### src/design/pw_timer_regs.vh
`ifndef PW_TIMER_REGS_VH
`define PW_TIMER_REGS_VH

// register byte offsets
`define PW_CTRL_OFS 8'h00
`define PW_COUNT_OFS 8'h04
`define PW_CMP_OFS 8'h08
`define PW_STATUS_OFS 8'h0C
`define PW_ACTIVE_OFS 8'h10

// control field positions
`define PW_CTRL_WGM_LSB 0
`define PW_CTRL_WGM_MSB 1
`define PW_CTRL_COM_LSB 2
`define PW_CTRL_COM_MSB 3
`define PW_CTRL_CS_LSB 4
`define PW_CTRL_CS_MSB 6

// status field positions
`define PW_ST_OVF 0
`define PW_ST_CMF 1
`define PW_ST_OUT 2
`define PW_ST_UP 3

// reset values
`define PW_CTRL_RST 7'h00
`define PW_COUNT_RST 8'h00
`define PW_CMP_RST 8'h00

// waveform modes
`define PW_WGM_NORMAL 2'h0
`define PW_WGM_PC 2'h1
`define PW_WGM_CTC 2'h2
`define PW_WGM_FAST 2'h3

// compare output modes
`define PW_COM_OFF 2'h0
`define PW_COM_TOGGLE 2'h1
`define PW_COM_CLEAR 2'h2
`define PW_COM_SET 2'h3

// counter extremes
`define PW_BOTTOM 8'h00
`define PW_MAX 8'hFF

// prescaler selects and tick masks for /1, /8, /64, /256, /1024
`define PW_CS_STOP 3'h0
`define PW_CS_DIV1 3'h1
`define PW_CS_DIV8 3'h2
`define PW_CS_DIV64 3'h3
`define PW_CS_DIV256 3'h4
`define PW_CS_DIV1024 3'h5
`define PW_MASK_DIV1 10'h000
`define PW_MASK_DIV8 10'h007
`define PW_MASK_DIV64 10'h03F
`define PW_MASK_DIV256 10'h0FF
`define PW_MASK_DIV1024 10'h3FF

`endif

### src/design/pw_prescale.v
`timescale 1ns/1ps
`include "pw_timer_regs.vh"

module pw_prescale #(
    parameter PRE_W = 10
) (
    input wire clk_i,
    input wire rst_i,
    input wire [2:0] clock_select_i,
    output reg timer_tick_o
);

    reg [PRE_W-1:0] pre_cnt;
    reg [PRE_W-1:0] mask;
    reg en;

    // tick mask per prescale factor
    always @* begin
        en = 1'b1;
        mask = `PW_MASK_DIV1;
        case (clock_select_i)
            `PW_CS_DIV1: mask = `PW_MASK_DIV1;
            `PW_CS_DIV8: mask = `PW_MASK_DIV8;
            `PW_CS_DIV64: mask = `PW_MASK_DIV64;
            `PW_CS_DIV256: mask = `PW_MASK_DIV256;
            `PW_CS_DIV1024: mask = `PW_MASK_DIV1024;
            default: en = 1'b0;
        endcase
    end

    always @(posedge clk_i) begin
        if (rst_i) begin
            pre_cnt <= {PRE_W{1'b0}};
            timer_tick_o <= 1'b0;
        end else begin
            pre_cnt <= pre_cnt + {{(PRE_W-1){1'b0}}, 1'b1};
            timer_tick_o <= en && ((pre_cnt & mask) == mask);
        end
    end

endmodule

### src/design/pw_timer.v
// Behaviour
// - fast mode: overflow flag at maximum
// - fast mode: two non-inverted, three inverted
// - fast: match changes output, wrap restores
// - fast period is 256 ticks
// - fast, compare bottom: one-tick spike
// - fast, compare maximum: constant output level
// - fast mode one toggles on match
// - fast mode compare value double buffered
// - waveform mode one is dual-slope
// - dual-slope: clear up, set down; invertible
// - dual-slope holds maximum one tick, reverses
// - dual-slope resolution fixed eight bits
// - dual-slope overflow flag at bottom
// - dual-slope period is 510 ticks
// - dual-slope extremes give constant levels
// - level at maximum equals up-match result unless compare is maximum
// - missed up-match change still applied
// - counter advances only on timer tick
// - waveform mode three is single-slope
// - reset clears compare output state
`timescale 1ns/1ps
`include "pw_timer_regs.vh"

module pw_timer #(
    parameter PRE_W = 10
) (
    input wire clk_i,
    input wire rst_i,
    input wire wb_cyc_i,
    input wire wb_stb_i,
    input wire wb_we_i,
    input wire [7:0] wb_adr_i,
    input wire [3:0] wb_sel_i,
    input wire [31:0] wb_dat_i,
    output reg [31:0] wb_dat_o,
    output reg wb_ack_o,
    output reg pwm_output_pin_o,
    output reg pwm_output_en_o,
    output reg overflow_flag_o,
    output reg compare_match_flag_o
);

    // address decode on word offset
    function hit;
        input [7:0] adr;
        input [7:0] ofs;
        begin
            hit = (adr[7:2] == ofs[7:2]);
        end
    endfunction

    // non-pwm compare action
    function nonpwm_level;
        input [1:0] mode;
        input cur;
        begin
            case (mode)
                `PW_COM_TOGGLE: nonpwm_level = ~cur;
                `PW_COM_CLEAR: nonpwm_level = 1'b0;
                `PW_COM_SET: nonpwm_level = 1'b1;
                default: nonpwm_level = cur;
            endcase
        end
    endfunction

    reg [1:0] waveform_mode;
    reg [1:0] compare_output_mode;
    reg [2:0] clock_select;
    reg [7:0] counter_value;
    reg [7:0] compare_value;
    reg [7:0] compare_active;
    reg count_up;
    reg match_block;
    reg compare_output;

    reg [7:0] next_counter_value;
    reg [7:0] next_compare_active;
    reg next_count_up;
    reg next_compare_output;
    reg set_ovf;
    reg set_cmf;
    reg match;
    reg [31:0] next_rdata;

    wire timer_tick;
    wire req;
    wire wr;
    wire wr_lane0;
    // decoded strobes and counter extremes
    wire ctrl_wr;
    wire count_wr;
    wire cmp_wr;
    wire status_wr;
    wire at_max;
    wire at_bottom;

    assign req = wb_cyc_i && wb_stb_i;
    assign wr = req && wb_we_i && wb_ack_o;
    assign wr_lane0 = wr && wb_sel_i[0];

    // per-register write strobes
    assign ctrl_wr = wr_lane0 && hit(wb_adr_i, `PW_CTRL_OFS);
    assign count_wr = wr_lane0 && hit(wb_adr_i, `PW_COUNT_OFS);
    assign cmp_wr = wr_lane0 && hit(wb_adr_i, `PW_CMP_OFS);
    assign status_wr = wr_lane0 && hit(wb_adr_i, `PW_STATUS_OFS);

    // counter extremes
    assign at_max = (counter_value == `PW_MAX);
    assign at_bottom = (counter_value == `PW_BOTTOM);

    pw_prescale #(
        .PRE_W(PRE_W)
    ) u_pre (
        .clk_i(clk_i),
        .rst_i(rst_i),
        .clock_select_i(clock_select),
        .timer_tick_o(timer_tick)
    );

    // counter, compare buffer and waveform
    always @* begin
        next_counter_value = counter_value;
        next_compare_active = compare_active;
        next_count_up = count_up;
        next_compare_output = compare_output;
        set_ovf = 1'b0;
        set_cmf = 1'b0;
        match = (counter_value == compare_active) && !match_block;
        // compare value follows at once outside pwm modes
        if (waveform_mode == `PW_WGM_NORMAL || waveform_mode == `PW_WGM_CTC) begin
            next_compare_active = compare_value;
        end
        if (timer_tick) begin
            set_cmf = match;
            case (waveform_mode)
                `PW_WGM_PC: begin
                    if (count_up) begin
                        if (at_max) begin
                            // reverse after one tick at maximum
                            // one tick at each end gives 510
                            next_count_up = 1'b0;
                            next_counter_value = `PW_MAX - 8'h01;
                            next_compare_active = compare_value;
                            if (compare_output_mode[1]) begin
                                if (compare_value == `PW_MAX) begin
                                    next_compare_output = ~compare_output_mode[0];
                                end else begin
                                    next_compare_output = compare_output_mode[0];
                                end
                            end
                        end else begin
                            next_counter_value = counter_value + 8'h01;
                        end
                    end else begin
                        if (at_bottom) begin
                            next_count_up = 1'b1;
                            next_counter_value = `PW_BOTTOM + 8'h01;
                        end else begin
                            next_counter_value = counter_value - 8'h01;
                            if (counter_value == `PW_BOTTOM + 8'h01) begin
                                set_ovf = 1'b1;
                            end
                        end
                    end
                    if (match && compare_output_mode[1] && !at_max) begin
                        if (count_up || at_bottom) begin
                            next_compare_output = compare_output_mode[0];
                        end else begin
                            next_compare_output = ~compare_output_mode[0];
                        end
                    end
                end
                `PW_WGM_FAST: begin
                    if (counter_value == `PW_MAX) begin
                        next_counter_value = `PW_BOTTOM;
                        set_ovf = 1'b1;
                        next_compare_active = compare_value;
                    end else begin
                        next_counter_value = counter_value + 8'h01;
                    end
                    if (match && compare_output_mode[1]) begin
                        next_compare_output = compare_output_mode[0];
                    end
                    if (at_max && compare_output_mode[1]) begin
                        next_compare_output = ~compare_output_mode[0];
                    end
                    if (match && compare_output_mode == `PW_COM_TOGGLE) begin
                        next_compare_output = ~compare_output;
                    end
                end
                `PW_WGM_CTC: begin
                    if (match) begin
                        next_counter_value = `PW_BOTTOM;
                    end else begin
                        next_counter_value = counter_value + 8'h01;
                    end
                    if (counter_value == `PW_MAX) begin
                        set_ovf = 1'b1;
                    end
                    if (match) begin
                        next_compare_output = nonpwm_level(compare_output_mode,
                                                           compare_output);
                    end
                end
                default: begin
                    next_counter_value = counter_value + 8'h01;
                    if (counter_value == `PW_MAX) begin
                        set_ovf = 1'b1;
                    end
                    if (match) begin
                        next_compare_output = nonpwm_level(compare_output_mode,
                                                           compare_output);
                    end
                end
            endcase
        end
    end

    // read data mux
    always @* begin
        next_rdata = 32'h0000_0000;
        if (hit(wb_adr_i, `PW_CTRL_OFS)) begin
            next_rdata[`PW_CTRL_WGM_MSB:`PW_CTRL_WGM_LSB] = waveform_mode;
            next_rdata[`PW_CTRL_COM_MSB:`PW_CTRL_COM_LSB] = compare_output_mode;
            next_rdata[`PW_CTRL_CS_MSB:`PW_CTRL_CS_LSB] = clock_select;
        end else if (hit(wb_adr_i, `PW_COUNT_OFS)) begin
            next_rdata[7:0] = counter_value;
        end else if (hit(wb_adr_i, `PW_CMP_OFS)) begin
            next_rdata[7:0] = compare_value;
        end else if (hit(wb_adr_i, `PW_STATUS_OFS)) begin
            next_rdata[`PW_ST_OVF] = overflow_flag_o;
            next_rdata[`PW_ST_CMF] = compare_match_flag_o;
            next_rdata[`PW_ST_OUT] = compare_output;
            next_rdata[`PW_ST_UP] = count_up;
        end else if (hit(wb_adr_i, `PW_ACTIVE_OFS)) begin
            next_rdata[7:0] = compare_active;
        end
    end

    // bus slave: ack one cycle after request, write at ack edge
    always @(posedge clk_i) begin
        if (rst_i) begin
            wb_ack_o <= 1'b0;
            wb_dat_o <= 32'h0000_0000;
        end else begin
            wb_ack_o <= req && !wb_ack_o;
            if (req && !wb_ack_o && !wb_we_i) begin
                wb_dat_o <= next_rdata;
            end else begin
                wb_dat_o <= 32'h0000_0000;
            end
        end
    end

    // control and compare registers
    always @(posedge clk_i) begin
        if (rst_i) begin
            waveform_mode <= `PW_WGM_NORMAL;
            compare_output_mode <= `PW_COM_OFF;
            clock_select <= `PW_CS_STOP;
            compare_value <= `PW_CMP_RST;
        end else begin
            if (ctrl_wr) begin
                waveform_mode <= wb_dat_i[`PW_CTRL_WGM_MSB:`PW_CTRL_WGM_LSB];
                compare_output_mode <= wb_dat_i[`PW_CTRL_COM_MSB:`PW_CTRL_COM_LSB];
                clock_select <= wb_dat_i[`PW_CTRL_CS_MSB:`PW_CTRL_CS_LSB];
            end
            if (cmp_wr) begin
                compare_value <= wb_dat_i[7:0];
            end
        end
    end

    // counter state and waveform state
    always @(posedge clk_i) begin
        if (rst_i) begin
            counter_value <= `PW_COUNT_RST;
            compare_active <= `PW_CMP_RST;
            count_up <= 1'b1;
            match_block <= 1'b0;
            compare_output <= 1'b0;
            pwm_output_pin_o <= 1'b0;
            pwm_output_en_o <= 1'b0;
        end else begin
            compare_active <= next_compare_active;
            count_up <= next_count_up;
            compare_output <= next_compare_output;
            pwm_output_pin_o <= next_compare_output;
            pwm_output_en_o <= (compare_output_mode != `PW_COM_OFF);
            if (count_wr) begin
                // counter write blocks the match on the next tick
                counter_value <= wb_dat_i[7:0];
                match_block <= 1'b1;
            end else begin
                counter_value <= next_counter_value;
                if (timer_tick) begin
                    match_block <= 1'b0;
                end
            end
        end
    end

    // sticky flags, write one to clear, set wins
    always @(posedge clk_i) begin
        if (rst_i) begin
            overflow_flag_o <= 1'b0;
            compare_match_flag_o <= 1'b0;
        end else begin
            if (set_ovf) begin
                overflow_flag_o <= 1'b1;
            end else if (status_wr && wb_dat_i[`PW_ST_OVF]) begin
                overflow_flag_o <= 1'b0;
            end
            if (set_cmf) begin
                compare_match_flag_o <= 1'b1;
            end else if (status_wr && wb_dat_i[`PW_ST_CMF]) begin
                compare_match_flag_o <= 1'b0;
            end
        end
    end

endmodule

### config.mk
export PLATFORM = sky130hd
export DESIGN_NAME = pw_timer
export DESIGN_NICKNAME = d
export VERILOG_FILES = /design/src/design/pw_prescale.v /design/src/design/pw_timer.v
export VERILOG_INCLUDE_DIRS = /design/src /design/src/design
export SDC_FILE = /design/constraint.sdc
export NUM_CORES = 1
export LEC_CHECK = 0
export ABC_CLOCK_PERIOD_IN_PS = 3500
export BUFFER_PORTS_ARGS = -buffer_cell sky130_fd_sc_hd__buf_4
export CORE_UTILIZATION = 45
export CTS_CLUSTER_SIZE = 25
export DETAILED_ROUTE_END_ITERATION = 6
export GPL_TIMING_DRIVEN = 0
export PLACE_DENSITY = 0.69
export SYNTH_ARGS = -nofsm -noshare
export SYNTH_HDL_FRONTEND = slang
export SYNTH_SLANG_ARGS = --single-unit
### constraint.sdc
create_clock -name clk_i -period 3.5 [get_ports clk_i]
set_clock_uncertainty 0.2 [all_clocks]
set_input_delay 0.35 -clock clk_i [delete_from_list [all_inputs] [get_ports clk_i]]
set_output_delay 0.35 -clock clk_i [all_outputs]
set_load 0.02 [all_outputs]
======== Yosys cells after proc, flatten, opt, wreduce, memory -nomap -nowiden ========
Cells that the tools add are included.
storage, ports and cells
  output and inout bits ................... 37
  logic and storage cells ................. 136
  register bits after elaboration ......... 81
  input port bits ......................... 49
  latch bits .............................. 0
  memory bits (read-only) ................. 0
  RAM bits ................................ 0
  memories ................................ 0
operators by class
  order comparisons ....................... 0
  eq/ne operators ......................... 24
  $add $sub $neg .......................... 3
  bitwise gates (word level) .............. 4
  div/mod/pow operators ................... 0
  reduce and logical (&&, ||, !) cells .... 38
  multiply operators ...................... 0
  multiplexer cells ....................... 49
  shifts and indexed selects .............. 0
operators by type and width
  kind                     number
  $mux W8                  14
  $pmux W10 S4             1
  $mux W1                  27
  $pmux W8 S3              1
  $logic_and A1 B1 Y1      18
  $eq A8 B8 Y1 const B     2
  $pmux W8 S2              1
  $eq A6 B2 Y1 const B     2
  $add A10 B1 Y10 const B  1
  $and A10 B10 Y10         1
  $eq A10 B10 Y1           1
  $ne A3 B3 Y1 const B     3
  $add A8 B1 Y8 const B    1
  $eq A2 B2 Y1 const B     4
  $eq A8 B1 Y1 const B     1
  $eq A8 B8 Y1             1
  $logic_not A8 Y1         1
  $mux W4                  2
  $reduce_bool A2 Y1       4
  $sub A8 B1 Y8 const B    1
  $mux W7                  1
  $reduce_and A7 Y1        1
  $eq A3 B2 Y1 const B     2
  $eq A3 B3 Y1 const B     2
  other kinds (18)         25

======== Longest topological paths before layout ========
  depth in word-level cells ............... 8
  mapped depth ............................ 9

======== By module ========
Synthesis repeated with hierarchy kept, for this count alone.
second synthesis, totals
  cells, all modules ...................... 413
  area, all modules ....................... 3435.8 um^2
by module, submodules not included
  module       times used  seq. area each (um^2)  area each (um^2)  cells an instance
  pw_timer     1           920.9                  2965.3            359
  pw_prescale  1           220.2                  470.5             54

======== Least setup slack after synthesis ========
No wires, ideal clock.
  path kind ............................... register -> register
  start ................................... register counter_value[0]
  end ..................................... register counter_value[7]
  setup time .............................. 0.122 ns
  period minus slack after synthesis ...... 2.259 ns
  cell stages (with the launch flop) ...... 7
  data arrival time ....................... 1.936 ns
  path slack .............................. 1.241 ns
  cells stage by stage .................... dfxtp_1 buf_6 or4_4 or4_4 a211oi_1 nor4_1 a311o_1
on the way
  cells in the longest elaborated chain, start to end .. 6
ends and longest elaborated chain
  element                                      RTL line                        RTL
  from (decl)                                  pw_timer.v:70                   reg [7:0] counter_value;
  from (signal assigned)                       pw_timer.v:278                  counter_value <= `PW_COUNT_RST;
  from (signal assigned)                       pw_timer.v:293                  counter_value <= wb_dat_i[7:0];
  from (signal assigned)                       pw_timer.v:296                  counter_value <= next_counter_value;
  $sub A8 B1 Y8, or another cell as far along  pw_timer.v:160                  next_counter_value = counter_value - 8'h01;
  $mux W8, or another cell as far along        pw_timer.v:156                  if (at_bottom) begin
  $mux W8 (on tied branches)                   pw_timer.v:138, pw_timer.v:193
  $pmux W8 S3 *                                pw_timer.v:136                  case (waveform_mode)
  $mux W8 *                                    pw_timer.v:134                  if (timer_tick) begin
  $mux W8 *                                    pw_timer.v:291                  if (count_wr) begin
Mark *: on every way between the ends. The rest lies on a longest branch, timed or not. The select of a mux whose other input is x is not followed.
A chain may end at the register's enable or synchronous reset.

======== Worst setup path in the final report ========
  start ................................... register counter_value[1]
  end ..................................... register counter_value[3]
The elaborated chain is that of the path after synthesis.

==> metrics.csv <==
stage,metric,value,unit
die,std_cell_rows,31,
layout,syn2layout_area_growth,19.8,%
clocking,holdBufCountCts,0,
flow_run,maxCapViolCount,0,
clocking,cts-root-buf,clkbuf_8,
drt,vias_per_cell,5.71,
synthesis,yosysTopAreaCellShare,0.339,
hold_path,holdPathEnd,wb_ack_o,
global_route,grt_pass1_vias,3138,
timing,slew_headroom,0.0922,
worst_setup_path,crit_chain,ha_1 > nand3_1 > nor2_1 > and2_1 > a211oi_1 > o21ai_0 > o32ai_1,
synthesis,synth-seq-cells,57,
worst_setup_path,cpMaxStageDelayCell,a211oi_1,
hold_path,hold_path_class,input port to flip-flop,
placement,dpl_cell_area,0.00382,mm2
clocking,cts-resized-gates,0,
drt,route.detailed.drc,0,
synthesis,synth_async_sr_flop_share,0,
layout,antenna_cells,0,
clocking,htreeDepth,3,
global_route,grt_max_degree,11,
die,start_util,0.464,
power,vdd_ir_drop_max,0.000242,V
die,die_y,88.5,um
drt,routed-via-count,3369,
placement,dp_hpwl,7220,um
die,die_area,0.00783,mm2
synthesis,synthMuxAreaShare,0.0476,
die,coreArea,0.00725,mm2
timing,rsz0062_at_grt,no,
timing,setup_tns,0,ps
clocking,postCtsSetupBuffers,0,
timing,setup_slack,660,ps
drt,first_iter_violations,353,
timing,slew_violations,0,
timing,setup-violations-final,0,
synthesis,yosys.area_share.simple,0.253,
power,p_leak,1.63,nW
worst_setup_path,rr_worst_depth,7,
global_route,grt_pass1_wl,15800,um
placement,port-buffer-count,32,
layout,fin_area,0.00403,mm2
timing,worst_slew_pin_slew,1350,ps
clocking,clock_sinks,57,
clocking,cts_buffers,9,
worst_setup_path,reg2reg_to,counter_value[3],
timing,period_needed,2840,ps
timing,hold_viol_final,0,
timing,min_period_over_period,0.811,
hold_path,min_from,rst_i,
synthesis,synthTopCellsByArea,"dfxtp_1 34%, buf_4 5.4%, nor2_1 5.4%",
layout,drive_above_1_share,0.177,
clocking,clkLatencyLatePin,340,ps
synthesis,yosysUniqueCellTypes,60,
synthesis,synth_compound_area_frac,0.183,
synthesis,synth_fa_ha_area_frac,0.0149,
drt,avgRoutedWirePerCell,16.8,um
synthesis,synth_top_family_by_area,simple AND/OR/NAND/NOR gates,
synthesis,yosysSeqAreaShare,0.339,
clocking,cts.path.max_buffers,2,
worst_setup_path,crit_type,flip-flop to flip-flop,
clocking,path_clk_slew,70,ps
synthesis,avgSynthCellArea,7.98,um2
worst_setup_path,ff2ff_setup_slack,660,ps
worst_setup_path,path_buf_inv,0,
synthesis,synth_ff_type,dfxtp_1,
drt,routed_wl,9890,um
placement,pre_cts_ws,756,ps
worst_setup_path,critPathArrivalTime,2890,ps
synthesis,synth-edff-count,0,
synthesis,yosysWarningCount,0,
power,power_density,360,mW/mm2
worst_setup_path,cp_top_family,compound AO/OA/AOI/OAI gates,
die,ios,86,
global_route,grt_remaining_overflow,0,
synthesis,syn_area,0.00337,mm2
die,die_w,88.5,um
synthesis,yosysTopAreaCell,dfxtp_1,
worst_setup_path,cp_data_required_time,3550,ps
drt,drt_first_pass_iters,6,
clocking,cts_tree,yes,
drt,antenna_left,0,
worst_setup_path,slowest_delay,800,ps
placement,gp_congestion,0.942,
worst_setup_path,worstReg2RegStart,counter_value[1],
synthesis,yosys.area_share.xor_xnor,0.0624,
worst_setup_path,crit_path_end_kind,flip-flop,
global_route,grt.total_usage,0.269,
global_route,antenna_found_initial,0,
worst_setup_path,startpoint_type,flip-flop,
timing,clock.fmax,352,MHz
outcome,outcome,"finished, final reports clean",
hold_path,whs_path_depth,2,
synthesis,synthCells,422,
worst_setup_path,cp_max_fo,9,
layout,nets,541,
[cells by family (layout without fill, tap and decap cells)]
group / after synthesis / count (layout)
AO/OA/AOI/OAI: 90 / 90
XOR/XNOR: 24 / 24
adder cells (fa/ha/maj): 4 / 4
buffers and inverters: 60 / 106
flip-flops: 57 / 57
multiplexers: 16 / 16
other: 1 / 24
AND/OR/NAND/NOR: 170 / 170
[placed cells by master, fill, tap and decap left out, drive strengths merged, types with 8 or more instances in the layout]
cell and count:
clkbuf 27, dfxtp 57, buf 68, o21ai 11, xor2 10, nor4 8, a22oi 12, nor3 15
xnor2 14, conb 24, nor2 48, nand3 25, nand2 36, a21oi 28, mux2i 16
[synthesized netlist by cell type (3+ instances only)]
| cell | instances |
|---|---|
| buf_1 | 4 |
| dfxtp_1 | 57 |
| nand3_1 | 25 |
| inv_1 | 7 |
| a31oi_1 | 6 |
| nand2b_1 | 4 |
| xor2_1 | 10 |
| o21ai_0 | 10 |
| a222oi_1 | 5 |
| nor2b_1 | 4 |
| a211oi_1 | 6 |
| and2_1 | 4 |
| and3_1 | 5 |
| ha_1 | 4 |
| xnor2_1 | 14 |
| a21oi_1 | 28 |
| nor3_1 | 15 |
| a22oi_1 | 12 |
| nor4_1 | 5 |
| nor2_1 | 48 |
| nand2_1 | 36 |
| nand4_1 | 7 |
| buf_2 | 7 |
| or3_1 | 3 |
| clkbuf_1 | 16 |
| buf_4 | 24 |
| mux2i_1 | 16 |
[layer usage]
metal / track usage / share of wire / vias to the layer above / wire (um)
li1: - / - / 1599 / -
met1: 0.364 / 0.43 / 1585 / 4250
met2: 0.428 / 0.46 / 161 / 4540
met3: 0.0448 / 0.085 / 24 / 844
met4: 0.104 / 0.026 / 0 / 254
met5: 0 / 0 / - / 0
[worst max-delay path by stage]
stage / slack (ps) / from / depth (start not counted) / to
6_report: 660 / counter_value[1] / 7 / counter_value[3]
5_1_grt: 450 / counter_value[1] / 7 / counter_value[3]
4_1_cts: 700 / counter_value[1] / 7 / counter_value[3]
3_5_place_dp: 760 / counter_value[1] / 7 / counter_value[3]
3_3_place_gp: 710 / counter_value[1] / 7 / counter_value[3]
2_1_floorplan: 1240 / counter_value[0] / 6 / counter_value[7]
[layout make-up]
type / count / area, um2
Timing Repair Buffer: 32 / 240
Multi-Input combinational cell: 328 / 1980
Sequential cell: 57 / 1140
Clock inverter: 3 / 65.1
Buffer: 52 / 302
Tap cell: 99 / 124
Clock buffer: 11 / 151
Inverter: 8 / 30.0
Fill cell: 704 / 3220
[through the flow]
| step | cells | util | hold slack [ps] | total power, mW |
|---|---|---|---|---|
| 6_report | 590 | 0.556 | 45.8 | 1.45 |
| 3_3_place_gp | 576 | 0.526 | 248 | 0.765 |
| 5_1_grt | 590 | 0.556 | 58.2 | 1.49 |
| 4_1_cts | 590 | 0.556 | 50.1 | 1.45 |
| 3_5_place_dp | 576 | 0.526 | 255 | 0.766 |
| 2_1_floorplan | 445 | - | 226 | 0.731 |
[power breakdown]
| group | internal [mW] | switching (mW) |
|---|---|---|
| Sequential | 0.652 | 0.00305 |
| Clock | 0.430 | 0.267 |
| Combinational | 0.0399 | 0.0580 |
[flip-flops by register name, summed over array words and instances, names as in the netlist]
name / cells
u_pre.timer_tick_o: 1
overflow_flag_o: 1
wb_ack_o: 1
count_up: 1
compare_match_flag_o: 1
counter_value: 8
compare_active: 8
clock_select: 3
pwm_output_en_o: 1
compare_value: 8
compare_output: 1
match_block: 1
u_pre.pre_cnt: 10
wb_dat_o: 8
waveform_mode: 2
compare_output_mode: 2
No activity file was read; power rests on OpenSTA's default activity.
